### config.mk
export PLATFORM = sky130hd
export DESIGN_NAME = smw_top
export DESIGN_NICKNAME = d
export VERILOG_FILES = /design/src/shared/smw_pkg.sv /design/src/design/smw_top.sv /design/src/design/smw_window_map.sv
export SDC_FILE = /design/constraint.sdc
export NUM_CORES = 1
export LEC_CHECK = 0
export BUFFER_PORTS_ARGS = -buffer_cell sky130_fd_sc_hd__buf_2
export CELL_PAD_IN_SITES_DETAIL_PLACEMENT = 2
export CELL_PAD_IN_SITES_GLOBAL_PLACEMENT = 2
export CORE_UTILIZATION = 37
export CTS_CLUSTER_SIZE = 8
export DETAILED_ROUTE_END_ITERATION = 16
export PLACE_DENSITY = 0.87
export SYNTH_ARGS = -nofsm -noshare
export SYNTH_HDL_FRONTEND = slang
export SYNTH_SLANG_ARGS = --single-unit
### constraint.sdc
create_clock -name clk_i -period 9.85 [get_ports clk_i]
set_input_delay 0.985 -clock clk_i [delete_from_list [all_inputs] [get_ports clk_i]]
set_output_delay 0.985 -clock clk_i [all_outputs]
set_load 0.02 [all_outputs]
### src/shared/smw_pkg.sv
package smw_pkg;

   // Register indices on the controller bus; byte address is four times the index
   localparam logic [11:0] IDX_C2H_MBOX = 12'h001;
   localparam logic [11:0] IDX_R0_BASE  = 12'h104;
   localparam logic [11:0] IDX_R0_RDLIM = 12'h108;
   localparam logic [11:0] IDX_R0_WRLIM = 12'h10A;
   localparam logic [11:0] IDX_R1_BASE  = 12'h10C;
   localparam logic [11:0] IDX_R1_RDLIM = 12'h110;
   localparam logic [11:0] IDX_R1_WRLIM = 12'h112;

   // Bus widths
   localparam int unsigned WB_ADR_W = 14;
   localparam int unsigned WB_DAT_W = 32;

   // Reset values
   localparam logic [7:0]  MBOX_RST  = 8'h00;
   localparam logic [31:0] BASE_RST  = 32'h00000000;
   localparam logic [15:0] LIMIT_RST = 16'h0000;
   localparam logic [15:0] OFS_RST   = 16'h0000;
   localparam logic [31:0] DATA_RST  = 32'h00000000;

   // Field layouts
   localparam int unsigned  OFS_REGION_BIT = 15;
   localparam logic [31:0]  BASE_MASK      = 32'hFFFFFFFC;
   localparam logic [15:0]  LIMIT_MASK     = 16'h7FFC;

   // Host side register addresses of the shared memory port
   localparam logic [2:0] HADR_OFS_LO = 3'h0;
   localparam logic [2:0] HADR_OFS_HI = 3'h1;
   localparam logic [2:0] HADR_MBOX   = 3'h2;
   localparam logic       HADR_DATA   = 1'b1;  // Address bit 2 set: window data bytes

   // Host access sequencer, Gray coded along idle, memory, done
   typedef enum logic [1:0]
   {
      ST_IDLE = 2'b00,
      ST_MEM  = 2'b01,
      ST_DONE = 2'b11
   } smw_state_e;

   // One host access to the port
   typedef struct packed
   {
      logic       we;
      logic [2:0] addr;
      logic [7:0] wdata;
   } smw_host_req_s;

   // One access to internal memory
   typedef struct packed
   {
      logic        we;
      logic [31:0] addr;
      logic [31:0] wdata;
      logic [3:0]  be;
   } smw_mem_req_s;

   // Window offset bits 14:2 compared with a limit field bits 14:2
   function automatic logic below_limit(input logic [15:0] ofs, input logic [15:0] lim);
      below_limit = (ofs[14:2] < lim[14:2]);
   endfunction

   // Byte lane from a host data address
   function automatic logic [3:0] lane_onehot(input logic [1:0] lane);
      lane_onehot = 4'h1 << lane;
   endfunction

endpackage
### src/design/smw_top.sv
// Function
// - Firmware owns an 8-bit mailbox register for passing a value to the host.
// - Every firmware write of that mailbox with byte lane 0 selected raises a notification event to the host.
// - Firmware view and host view of the mailbox are one storage element.
// - Region 0 base bits 31:2 give the region start; bits 1:0 are reserved.
// - A window access uses region 0 whenever offset bit 15 is zero.
// - A window access targets the region base plus the window offset.
// - A window data read with offset bit 15 zero compares offset 14:2 with the read limit.
// - Memory is fetched into the data register only when offset 14:2 is below the read limit.
// - A window write stores the addressed byte in memory only when offset 14:2 is below the write limit.
// - Offset bit 15 set selects region 1 instead of region 0.
`timescale 1ns/1ns
module smw_top
(
   input  wire logic                         clk_i,
   input  wire logic                         rst_i,
   input  wire logic                         wb_cyc_i,
   input  wire logic                         wb_stb_i,
   input  wire logic                         wb_we_i,
   input  wire logic [smw_pkg::WB_ADR_W-1:0] wb_adr_i,
   input  wire logic [3:0]                   wb_sel_i,
   input  wire logic [smw_pkg::WB_DAT_W-1:0] wb_dat_i,
   output      logic [smw_pkg::WB_DAT_W-1:0] wb_dat_o,
   output      logic                         wb_ack_o,
   input  wire logic                         host_valid_i,
   input  wire smw_pkg::smw_host_req_s       host_req_i,
   output      logic [7:0]                   host_rdata_o,
   output      logic                         host_ack_o,
   output      logic                         host_mbox_event_o,
   output      logic                         mem_valid_o,
   output      smw_pkg::smw_mem_req_s        mem_req_o,
   input  wire logic                         mem_ack_i,
   input  wire logic [31:0]                  mem_rdata_i
);
   import smw_pkg::*;

   logic [7:0]   mbox_reg;
   logic [31:0]  r0_base_reg;
   logic [15:0]  r0_rdlim_reg;
   logic [15:0]  r0_wrlim_reg;
   logic [31:0]  r1_base_reg;
   logic [15:0]  r1_rdlim_reg;
   logic [15:0]  r1_wrlim_reg;
   logic [15:0]  ofs_reg;
   logic [31:0]  data_reg;
   logic         ack_reg;
   logic [31:0]  rdat_reg;
   logic         event_reg;
   smw_state_e   state_reg;
   smw_state_e   state_next;
   smw_host_req_s hreq_reg;
   logic         hack_reg;
   logic [7:0]   hrdata_reg;
   logic         mvalid_reg;
   smw_mem_req_s mreq_reg;

   // Bus decode
   wire          wb_acc;
   wire          wb_wr;
   wire [11:0]   wb_idx;
   wire          hit_mbox;
   wire          hit_r0b;
   wire          hit_r0r;
   wire          hit_r0w;
   wire          hit_r1b;
   wire          hit_r1r;
   wire          hit_r1w;
   wire          fw_mbox_wr;
   wire [31:0]   rd_mux;

   // Host decode
   wire          h_take;
   wire          h_is_data;
   wire [1:0]    h_lane;
   wire          h_mbox_clr;
   wire          h_ofs_wr;
   wire          win_region1;
   wire [31:0]   win_addr;
   wire          win_rd_ok;
   wire          win_wr_ok;
   wire          h_fetch;
   wire          h_store;
   wire [31:0]   data_merged;
   wire [7:0]    h_rd_byte;

   // Access strobe for reads and writes: decode goes through once per request, ack pulses for one cycle
   assign wb_acc = wb_cyc_i & wb_stb_i & ~ack_reg;
   assign wb_wr  = wb_acc & wb_we_i;
   assign wb_idx = wb_adr_i[WB_ADR_W-1:2];

   // Register hits; any other index answers zero and drops writes
   assign hit_mbox = (wb_idx == IDX_C2H_MBOX);
   assign hit_r0b  = (wb_idx == IDX_R0_BASE);
   assign hit_r0r  = (wb_idx == IDX_R0_RDLIM);
   assign hit_r0w  = (wb_idx == IDX_R0_WRLIM);
   assign hit_r1b  = (wb_idx == IDX_R1_BASE);
   assign hit_r1r  = (wb_idx == IDX_R1_RDLIM);
   assign hit_r1w  = (wb_idx == IDX_R1_WRLIM);
   assign fw_mbox_wr = wb_wr & hit_mbox & wb_sel_i[0];

   // Read mux; reserved bits read as zero
   assign rd_mux = hit_mbox ? {24'h000000, mbox_reg} :
                   hit_r0b  ? (r0_base_reg & BASE_MASK) :
                   hit_r0r  ? {16'h0000, r0_rdlim_reg & LIMIT_MASK} :
                   hit_r0w  ? {16'h0000, r0_wrlim_reg & LIMIT_MASK} :
                   hit_r1b  ? (r1_base_reg & BASE_MASK) :
                   hit_r1r  ? {16'h0000, r1_rdlim_reg & LIMIT_MASK} :
                   hit_r1w  ? {16'h0000, r1_wrlim_reg & LIMIT_MASK} :
                   32'h00000000;

   // Host request decode; a new one waits until the previous ack has gone
   assign h_take     = host_valid_i & (state_reg == ST_IDLE) & ~hack_reg;
   assign h_is_data  = host_req_i.addr[2] == HADR_DATA;
   assign h_lane     = host_req_i.addr[1:0];
   assign h_mbox_clr = h_take & host_req_i.we & (host_req_i.addr == HADR_MBOX);
   assign h_ofs_wr   = h_take & host_req_i.we & ~h_is_data &
                       ((host_req_i.addr == HADR_OFS_LO) | (host_req_i.addr == HADR_OFS_HI));
   assign h_fetch    = h_take & h_is_data & ~host_req_i.we & win_rd_ok;
   assign h_store    = h_take & h_is_data & host_req_i.we & win_wr_ok;

   // Window data with the host byte merged into its lane
   assign data_merged = (data_reg & ~({24'h000000, 8'hFF} << {h_lane, 3'b000})) |
                        ({24'h000000, host_req_i.wdata} << {h_lane, 3'b000});

   // Byte returned to the host for each register
   assign h_rd_byte = (hreq_reg.addr[2] == HADR_DATA) ?
                         data_reg[{hreq_reg.addr[1:0], 3'b000} +: 8] :
                      (hreq_reg.addr == HADR_OFS_LO) ? ofs_reg[7:0] :
                      (hreq_reg.addr == HADR_OFS_HI) ? ofs_reg[15:8] :
                      (hreq_reg.addr == HADR_MBOX)   ? mbox_reg :
                      8'h00;

   // Region select, target address and limit checks
   smw_window_map u_map
   (
      .ofs_i      (ofs_reg),
      .r0_base_i  (r0_base_reg),
      .r0_rdlim_i (r0_rdlim_reg),
      .r0_wrlim_i (r0_wrlim_reg),
      .r1_base_i  (r1_base_reg),
      .r1_rdlim_i (r1_rdlim_reg),
      .r1_wrlim_i (r1_wrlim_reg),
      .region1_o  (win_region1),
      .addr_o     (win_addr),
      .rd_ok_o    (win_rd_ok),
      .wr_ok_o    (win_wr_ok)
   );

   // Wishbone answer, one cycle after the strobe
   always_ff @(posedge clk_i)
   begin
      if (rst_i)
      begin
         ack_reg  <= 1'b0;
         rdat_reg <= 32'h00000000;
      end
      else
      begin
         ack_reg  <= wb_acc;
         rdat_reg <= wb_acc ? rd_mux : 32'h00000000;
      end
   end

   // Mailbox: one cell for both views; a firmware write wins over a host clear
   always_ff @(posedge clk_i)
   begin
      if (rst_i)
      begin
         mbox_reg  <= MBOX_RST;
         event_reg <= 1'b0;
      end
      else
      begin
         if (fw_mbox_wr)
            mbox_reg <= wb_dat_i[7:0];
         else if (h_mbox_clr)
            mbox_reg <= mbox_reg & ~host_req_i.wdata;
         event_reg <= fw_mbox_wr;
      end
   end

   // Region registers with byte lane writes
   always_ff @(posedge clk_i)
   begin
      if (rst_i)
      begin
         r0_base_reg  <= BASE_RST;
         r0_rdlim_reg <= LIMIT_RST;
         r0_wrlim_reg <= LIMIT_RST;
         r1_base_reg  <= BASE_RST;
         r1_rdlim_reg <= LIMIT_RST;
         r1_wrlim_reg <= LIMIT_RST;
      end
      else if (wb_wr)
      begin
         for (int b = 0; b < 4; b++)
         begin
            if (wb_sel_i[b] && hit_r0b)
               r0_base_reg[b*8 +: 8] <= wb_dat_i[b*8 +: 8];
            if (wb_sel_i[b] && hit_r1b)
               r1_base_reg[b*8 +: 8] <= wb_dat_i[b*8 +: 8];
         end
         for (int b = 0; b < 2; b++)
         begin
            if (wb_sel_i[b] && hit_r0r)
               r0_rdlim_reg[b*8 +: 8] <= wb_dat_i[b*8 +: 8];
            if (wb_sel_i[b] && hit_r0w)
               r0_wrlim_reg[b*8 +: 8] <= wb_dat_i[b*8 +: 8];
            if (wb_sel_i[b] && hit_r1r)
               r1_rdlim_reg[b*8 +: 8] <= wb_dat_i[b*8 +: 8];
            if (wb_sel_i[b] && hit_r1w)
               r1_wrlim_reg[b*8 +: 8] <= wb_dat_i[b*8 +: 8];
         end
      end
   end

   // Host sequencer: data accesses inside a limit go through memory
   always_comb
   begin
      state_next = state_reg;
      unique case (state_reg)
         ST_IDLE: if (h_take) state_next = (h_fetch | h_store) ? ST_MEM : ST_DONE;
         ST_MEM:  if (mem_ack_i) state_next = ST_DONE;
         ST_DONE: state_next = ST_IDLE;
         default: state_next = ST_IDLE;
      endcase
   end

   // Offset and window data registers, memory request, host answer
   always_ff @(posedge clk_i)
   begin
      if (rst_i)
      begin
         state_reg  <= ST_IDLE;
         hreq_reg   <= '0;
         ofs_reg    <= OFS_RST;
         data_reg   <= DATA_RST;
         mvalid_reg <= 1'b0;
         mreq_reg   <= '0;
         hack_reg   <= 1'b0;
         hrdata_reg <= 8'h00;
      end
      else
      begin
         state_reg <= state_next;
         hack_reg  <= (state_reg == ST_DONE);
         if (h_take)
            hreq_reg <= host_req_i;
         if (h_ofs_wr && host_req_i.addr == HADR_OFS_LO)
            ofs_reg[7:0] <= host_req_i.wdata;
         if (h_ofs_wr && host_req_i.addr == HADR_OFS_HI)
            ofs_reg[15:8] <= host_req_i.wdata;
         // A write always lands in the data register, memory only inside the limit
         if (h_take && h_is_data && host_req_i.we)
            data_reg <= data_merged;
         if (h_fetch || h_store)
         begin
            mvalid_reg     <= 1'b1;
            mreq_reg.we    <= host_req_i.we;
            mreq_reg.addr  <= win_addr;
            mreq_reg.wdata <= data_merged;
            mreq_reg.be    <= host_req_i.we ? lane_onehot(h_lane) : 4'hF;
         end
         else if (mem_ack_i)
            mvalid_reg <= 1'b0;
         if (state_reg == ST_MEM && mem_ack_i && !mreq_reg.we)
            data_reg <= mem_rdata_i;
         if (state_reg == ST_DONE)
            hrdata_reg <= h_rd_byte;
      end
   end

   assign wb_dat_o          = rdat_reg;
   assign wb_ack_o          = ack_reg;
   assign host_rdata_o      = hrdata_reg;
   assign host_ack_o        = hack_reg;
   assign host_mbox_event_o = event_reg;
   assign mem_valid_o       = mvalid_reg;
   assign mem_req_o         = mreq_reg;

   // Checks
   mbox_event_a: assert property (@(posedge clk_i) disable iff (rst_i)
      fw_mbox_wr |=> host_mbox_event_o && mbox_reg == $past(wb_dat_i[7:0]))
      else $error("mailbox write gave no event or value");
   mbox_alias_a: assert property (@(posedge clk_i) disable iff (rst_i)
      h_mbox_clr && !fw_mbox_wr |=> mbox_reg == ($past(mbox_reg) & ~$past(host_req_i.wdata)))
      else $error("host clear not seen in shared mailbox");
   mbox_read_a: assert property (@(posedge clk_i) disable iff (rst_i)
      wb_acc && !wb_we_i && hit_mbox && !h_mbox_clr |=> wb_ack_o && wb_dat_o[7:0] == mbox_reg)
      else $error("mailbox read mismatch");
   base_resv_a: assert property (@(posedge clk_i) disable iff (rst_i)
      wb_acc && !wb_we_i && hit_r0b |=> wb_dat_o[1:0] == 2'b00 && wb_dat_o[31:2] == r0_base_reg[31:2])
      else $error("base read wrong");
   region_sel_a: assert property (@(posedge clk_i) disable iff (rst_i)
      !ofs_reg[OFS_REGION_BIT] |-> win_addr == (r0_base_reg & BASE_MASK) + {16'h0000, ofs_reg})
      else $error("region 0 not used");
   region_one_a: assert property (@(posedge clk_i) disable iff (rst_i)
      ofs_reg[OFS_REGION_BIT] |-> win_region1 &&
         win_addr == (r1_base_reg & BASE_MASK) + {16'h0000, ofs_reg})
      else $error("region 1 not used");
   fetch_limit_a: assert property (@(posedge clk_i) disable iff (rst_i)
      h_take && h_is_data && !host_req_i.we && !ofs_reg[15] && ofs_reg[14:2] >= r0_rdlim_reg[14:2]
      |=> !mem_valid_o ##1 host_ack_o)
      else $error("fetch beyond read limit");
   fetch_ok_a: assert property (@(posedge clk_i) disable iff (rst_i)
      h_take && h_is_data && !host_req_i.we && !ofs_reg[15] && ofs_reg[14:2] < r0_rdlim_reg[14:2]
      |=> mem_valid_o && !mem_req_o.we && mem_req_o.addr == $past(win_addr))
      else $error("read inside limit not fetched");
   write_limit_a: assert property (@(posedge clk_i) disable iff (rst_i)
      h_take && h_is_data && host_req_i.we && !win_wr_ok |=> !mem_valid_o)
      else $error("write beyond write limit");
   reset_clear_a: assert property (@(posedge clk_i)
      rst_i |=> mbox_reg == MBOX_RST && r0_base_reg == BASE_RST && r0_rdlim_reg == LIMIT_RST)
      else $error("reset did not clear registers");

endmodule // smw_top

### src/design/smw_window_map.sv
`timescale 1ns/1ns
module smw_window_map
(
   input  wire logic [15:0] ofs_i,
   input  wire logic [31:0] r0_base_i,
   input  wire logic [15:0] r0_rdlim_i,
   input  wire logic [15:0] r0_wrlim_i,
   input  wire logic [31:0] r1_base_i,
   input  wire logic [15:0] r1_rdlim_i,
   input  wire logic [15:0] r1_wrlim_i,
   output      logic        region1_o,
   output      logic [31:0] addr_o,
   output      logic        rd_ok_o,
   output      logic        wr_ok_o
);
   import smw_pkg::*;

   wire [31:0] sel_base;
   wire [15:0] sel_rdlim;
   wire [15:0] sel_wrlim;

   // Offset bit 15 picks the region; zero means region 0
   assign region1_o = ofs_i[OFS_REGION_BIT];
   assign sel_base  = region1_o ? r1_base_i  : r0_base_i;
   assign sel_rdlim = region1_o ? r1_rdlim_i : r0_rdlim_i;
   assign sel_wrlim = region1_o ? r1_wrlim_i : r0_wrlim_i;

   // Target is base plus offset; reserved base bits 1:0 never add in, carry past 31 wraps
   assign addr_o  = (sel_base & BASE_MASK) + {16'h0000, ofs_i};
   assign rd_ok_o = below_limit(ofs_i, sel_rdlim);
   assign wr_ok_o = below_limit(ofs_i, sel_wrlim);

endmodule // smw_window_map

==> impl_results.md <==
- Status: finished clean
- Worst skew pair latency: 0.56 ns
- DIE AREA: 38400 sq um
- Slew HR: 27.6%
- Reg2reg end: mem_req_o[29]$_SDFFE_PP0P_
- Starting Density: 37.8%
- Worst hold path startpoint: host_rdata_o[5]$_SDFFE_PP0P_
- Critical path startpoint category: flop
- Syn Nets: 1722
- Clk_skew: 0.0237 ns
- Layout area overhead: 17.2%
- CTS tree: yes
- Vias after detailed routing: 13157
- Vias per cell: 5.87
- First-pass GRT wire length: 86100 um
- FP Rows: 70
- # port buffers: 211
- Post-synthesis register bit count: 286
- Final global-route overflow total: 0
- Yosys top cell by area: dfxtp_1
- Die width: 196 um
- Critical Path AT: 5.30 ns
- Sequential area share after synthesis: 41.1%
- Setup Buffers After CTS: 0
- Worst setup path startpoint: ofs_reg[15]$_SDFFE_PP0P_
- Post-synthesis async set-or-reset flop share: 0%
- 1st-iter DRT viols: 900
- RSZ-0062 raised after global routing: false
- Post-DRT Antenna Nets: 0
- Clock tree buffer depth: 3
- Num Clock Sinks: 286
- Core footprint: 36900 sq um
- GPL Wtd Cong: 0.857
- Synth top area cells: dfxtp_1, mux2i_1, nor2_1
- Fmax: 0.206 GHz
- Tcrit/Tclk final: 49.3%
- Mapped Avg Cell Area: 8.80 sq um
- All-Layer GR Usage: 29.0%
- Commonest non-fill, non-tap cells in the layout: dfxtp_1, nor2_1, mux2i_1, buf_2, nand2_1
- Worst-margin pin slew: 1.08 ns
- Unique cell type count in the Yosys netlist: 67
- Placement Setup Slack: 5.12 ns
- MaxCap Viol Count: 0
- Final setup margin: 5.00 ns
- EDFF count, synth: 0
- Critical path endpoint category: flop
- H-tree Lvls: 2
- Routed Wire Length: 55900 um
- Hold path depth: 2
- Clock Pin Slew Worst Setup and Hold Paths: 0.05 ns
- Largest register FFs: 69
- Crit Path Class: reg -> reg
- R2R Setup Slk: 5.00 ns
- PD cells: 164 nW/um^2
- Vias in the first global route: 14563
- Hold-fix buffers, CTS: 0
- Hold Path Class: reg -> reg
- Total iterations of the first detailed-routing run: 5
- VDD IR max: 0.0963 mV
- Leak Pwr: 6.68 nW
- Final Util: 44.3%
- WP data required: 10.30 ns
- Cells after Synth: 1583
- Register area: 5730 sq um
- IO Pins: 214
- Layout cell share with drive strength beyond 1: 17.8%
- DRC: 0
- Minimum clock period: 4.85 ns
- R2R Path Start: ofs_reg[15]$_SDFFE_PP0P_
- Max Transition Viols Final: 0
- Synth top area share: 41.1%
- WHS: 0.447 ns
- Largest net degree at the start of global routing: 172
- DIE HEIGHT: 196 um
- Post-DP HPWL: 38800 um
- Initial antenna violation count: 2
- Hold endpoint: host_rdata_o[5]$_SDFFE_PP0P_
- Multi-input gate area: 7680 sq um
- Num CTS Buffers: 41
- Routed len/inst: 24.9 um
- Setup_tns: 0 ns
- Cell Area, Synth: 13900 sq um
- Commonest non-fill, non-tap cell in the layout: dfxtp_1
- YS warnings: 0
- Synth Flop Type: dfxtp_1
- Worst reg2reg path depth: 11
- Final Hold Viols: 0
- PostCTS Resize Cnt: 0
- Fillers: 4033
- Nets: 1871
- Maximum fanout along the worst path: 76
- Count of final setup violators: 0
- Root Driver: clkbuf_16
[cells by family (layout without fill, tap and decap cells)]
family          Yosys count  after routing  share of synthesized area [%]
compound gates          279            279                           13.7
xor+xnor                 13             13                          0.817
fa+ha+maj                38             38                           3.47
buf+inv                 127            279                           3.92
flops                   286            286                           41.1
mux                     237            237                           17.9
other cells               0              1                              0
simple gates            603            603                           19.1
[report_power, final]
| group | total (mW) | internal (mW) | switching, mW |
|---|---|---|---|
| clock network | 1.29 | 0.764 | 0.526 |
| logic | 0.180 | 0.0616 | 0.119 |
| registers | 1.21 | 1.18 | 0.0273 |
[synth_stat cells (all sizes together) (6+ instances only)]
library cell and instances:
a211oi 36, a21o 7, a21oi 94, a221oi 6, a222oi 8, a22oi 6
a311oi 41, a31oi 10, and2 11, and3 13, and4 6, buf 42
clkbuf 75, dfxtp 286, ha 37, inv 9, mux2 18, mux2i 211
mux4 8, nand2 187, nand2b 6, nand3 76, nand4 12, nor2 247
nor2b 6, nor3 7, nor4 6, o211ai 8, o21ai 34, xnor2 10
[worst max path at each step]
| stage | to | slack [ns] | cells past startpoint |
|---|---|---|---|
| final | mem_req_o[29]$_SDFFE_PP0P_ | 5.00 | 11 |
| after global routing | mem_req_o[29]$_SDFFE_PP0P_ | 4.79 | 11 |
| after CTS | mem_req_o[29]$_SDFFE_PP0P_ | 5.07 | 11 |
| after detailed placement | mem_req_o[29]$_SDFFE_PP0P_ | 5.12 | 11 |
| after global placement | mem_req_o[33]$_SDFFE_PP0P_ | 5.36 | 10 |
| after floorplan | mem_req_o[56]$_SDFFE_PP0P_ | 5.91 | 15 |
[cell type report]
type	instances	area share [%]
multi-input combinational	1170	47.0
clock buffer	45	6.63
clock inverter	1	0.0536
timing repair buffer	223	7.13
inverter	10	0.230
sequential	286	35.1
antenna	1	0.0153
tap	504	3.86
[metal layers]
metal	up-vias	GRT usage, %	wire length (um)
li1	5961	-	-
met1	6675	35.0	23400
met2	379	49.9	27300
met3	140	6.38	3160
met4	2	11.5	2010
met5	-	0	11
[through the flow]
stage	total power, mW	cell area, sq um	cells
3_5_place_dp	1.41	15200	2193
5_1_grt	2.75	16300	2239
2_1_floorplan	1.32	13900	1583
3_3_place_gp	1.40	15200	2193
6_report	2.68	16300	2240
4_1_cts	2.70	16300	2239
[worst max-delay path: stages (launching register included)]
cell and delay (ns):
dfxtp_2 0.62, buf_4 0.82, mux2i_1 0.42, ha_1 0.32, nand3_1 0.16, o221ai_1 0.14
a21oi_1 0.25, nand4b_1 0.38, nand3_4 0.41, buf_4 0.72, nor2_1 0.10, a311oi_1 0.33
Power figures use the tool's default switching activity.
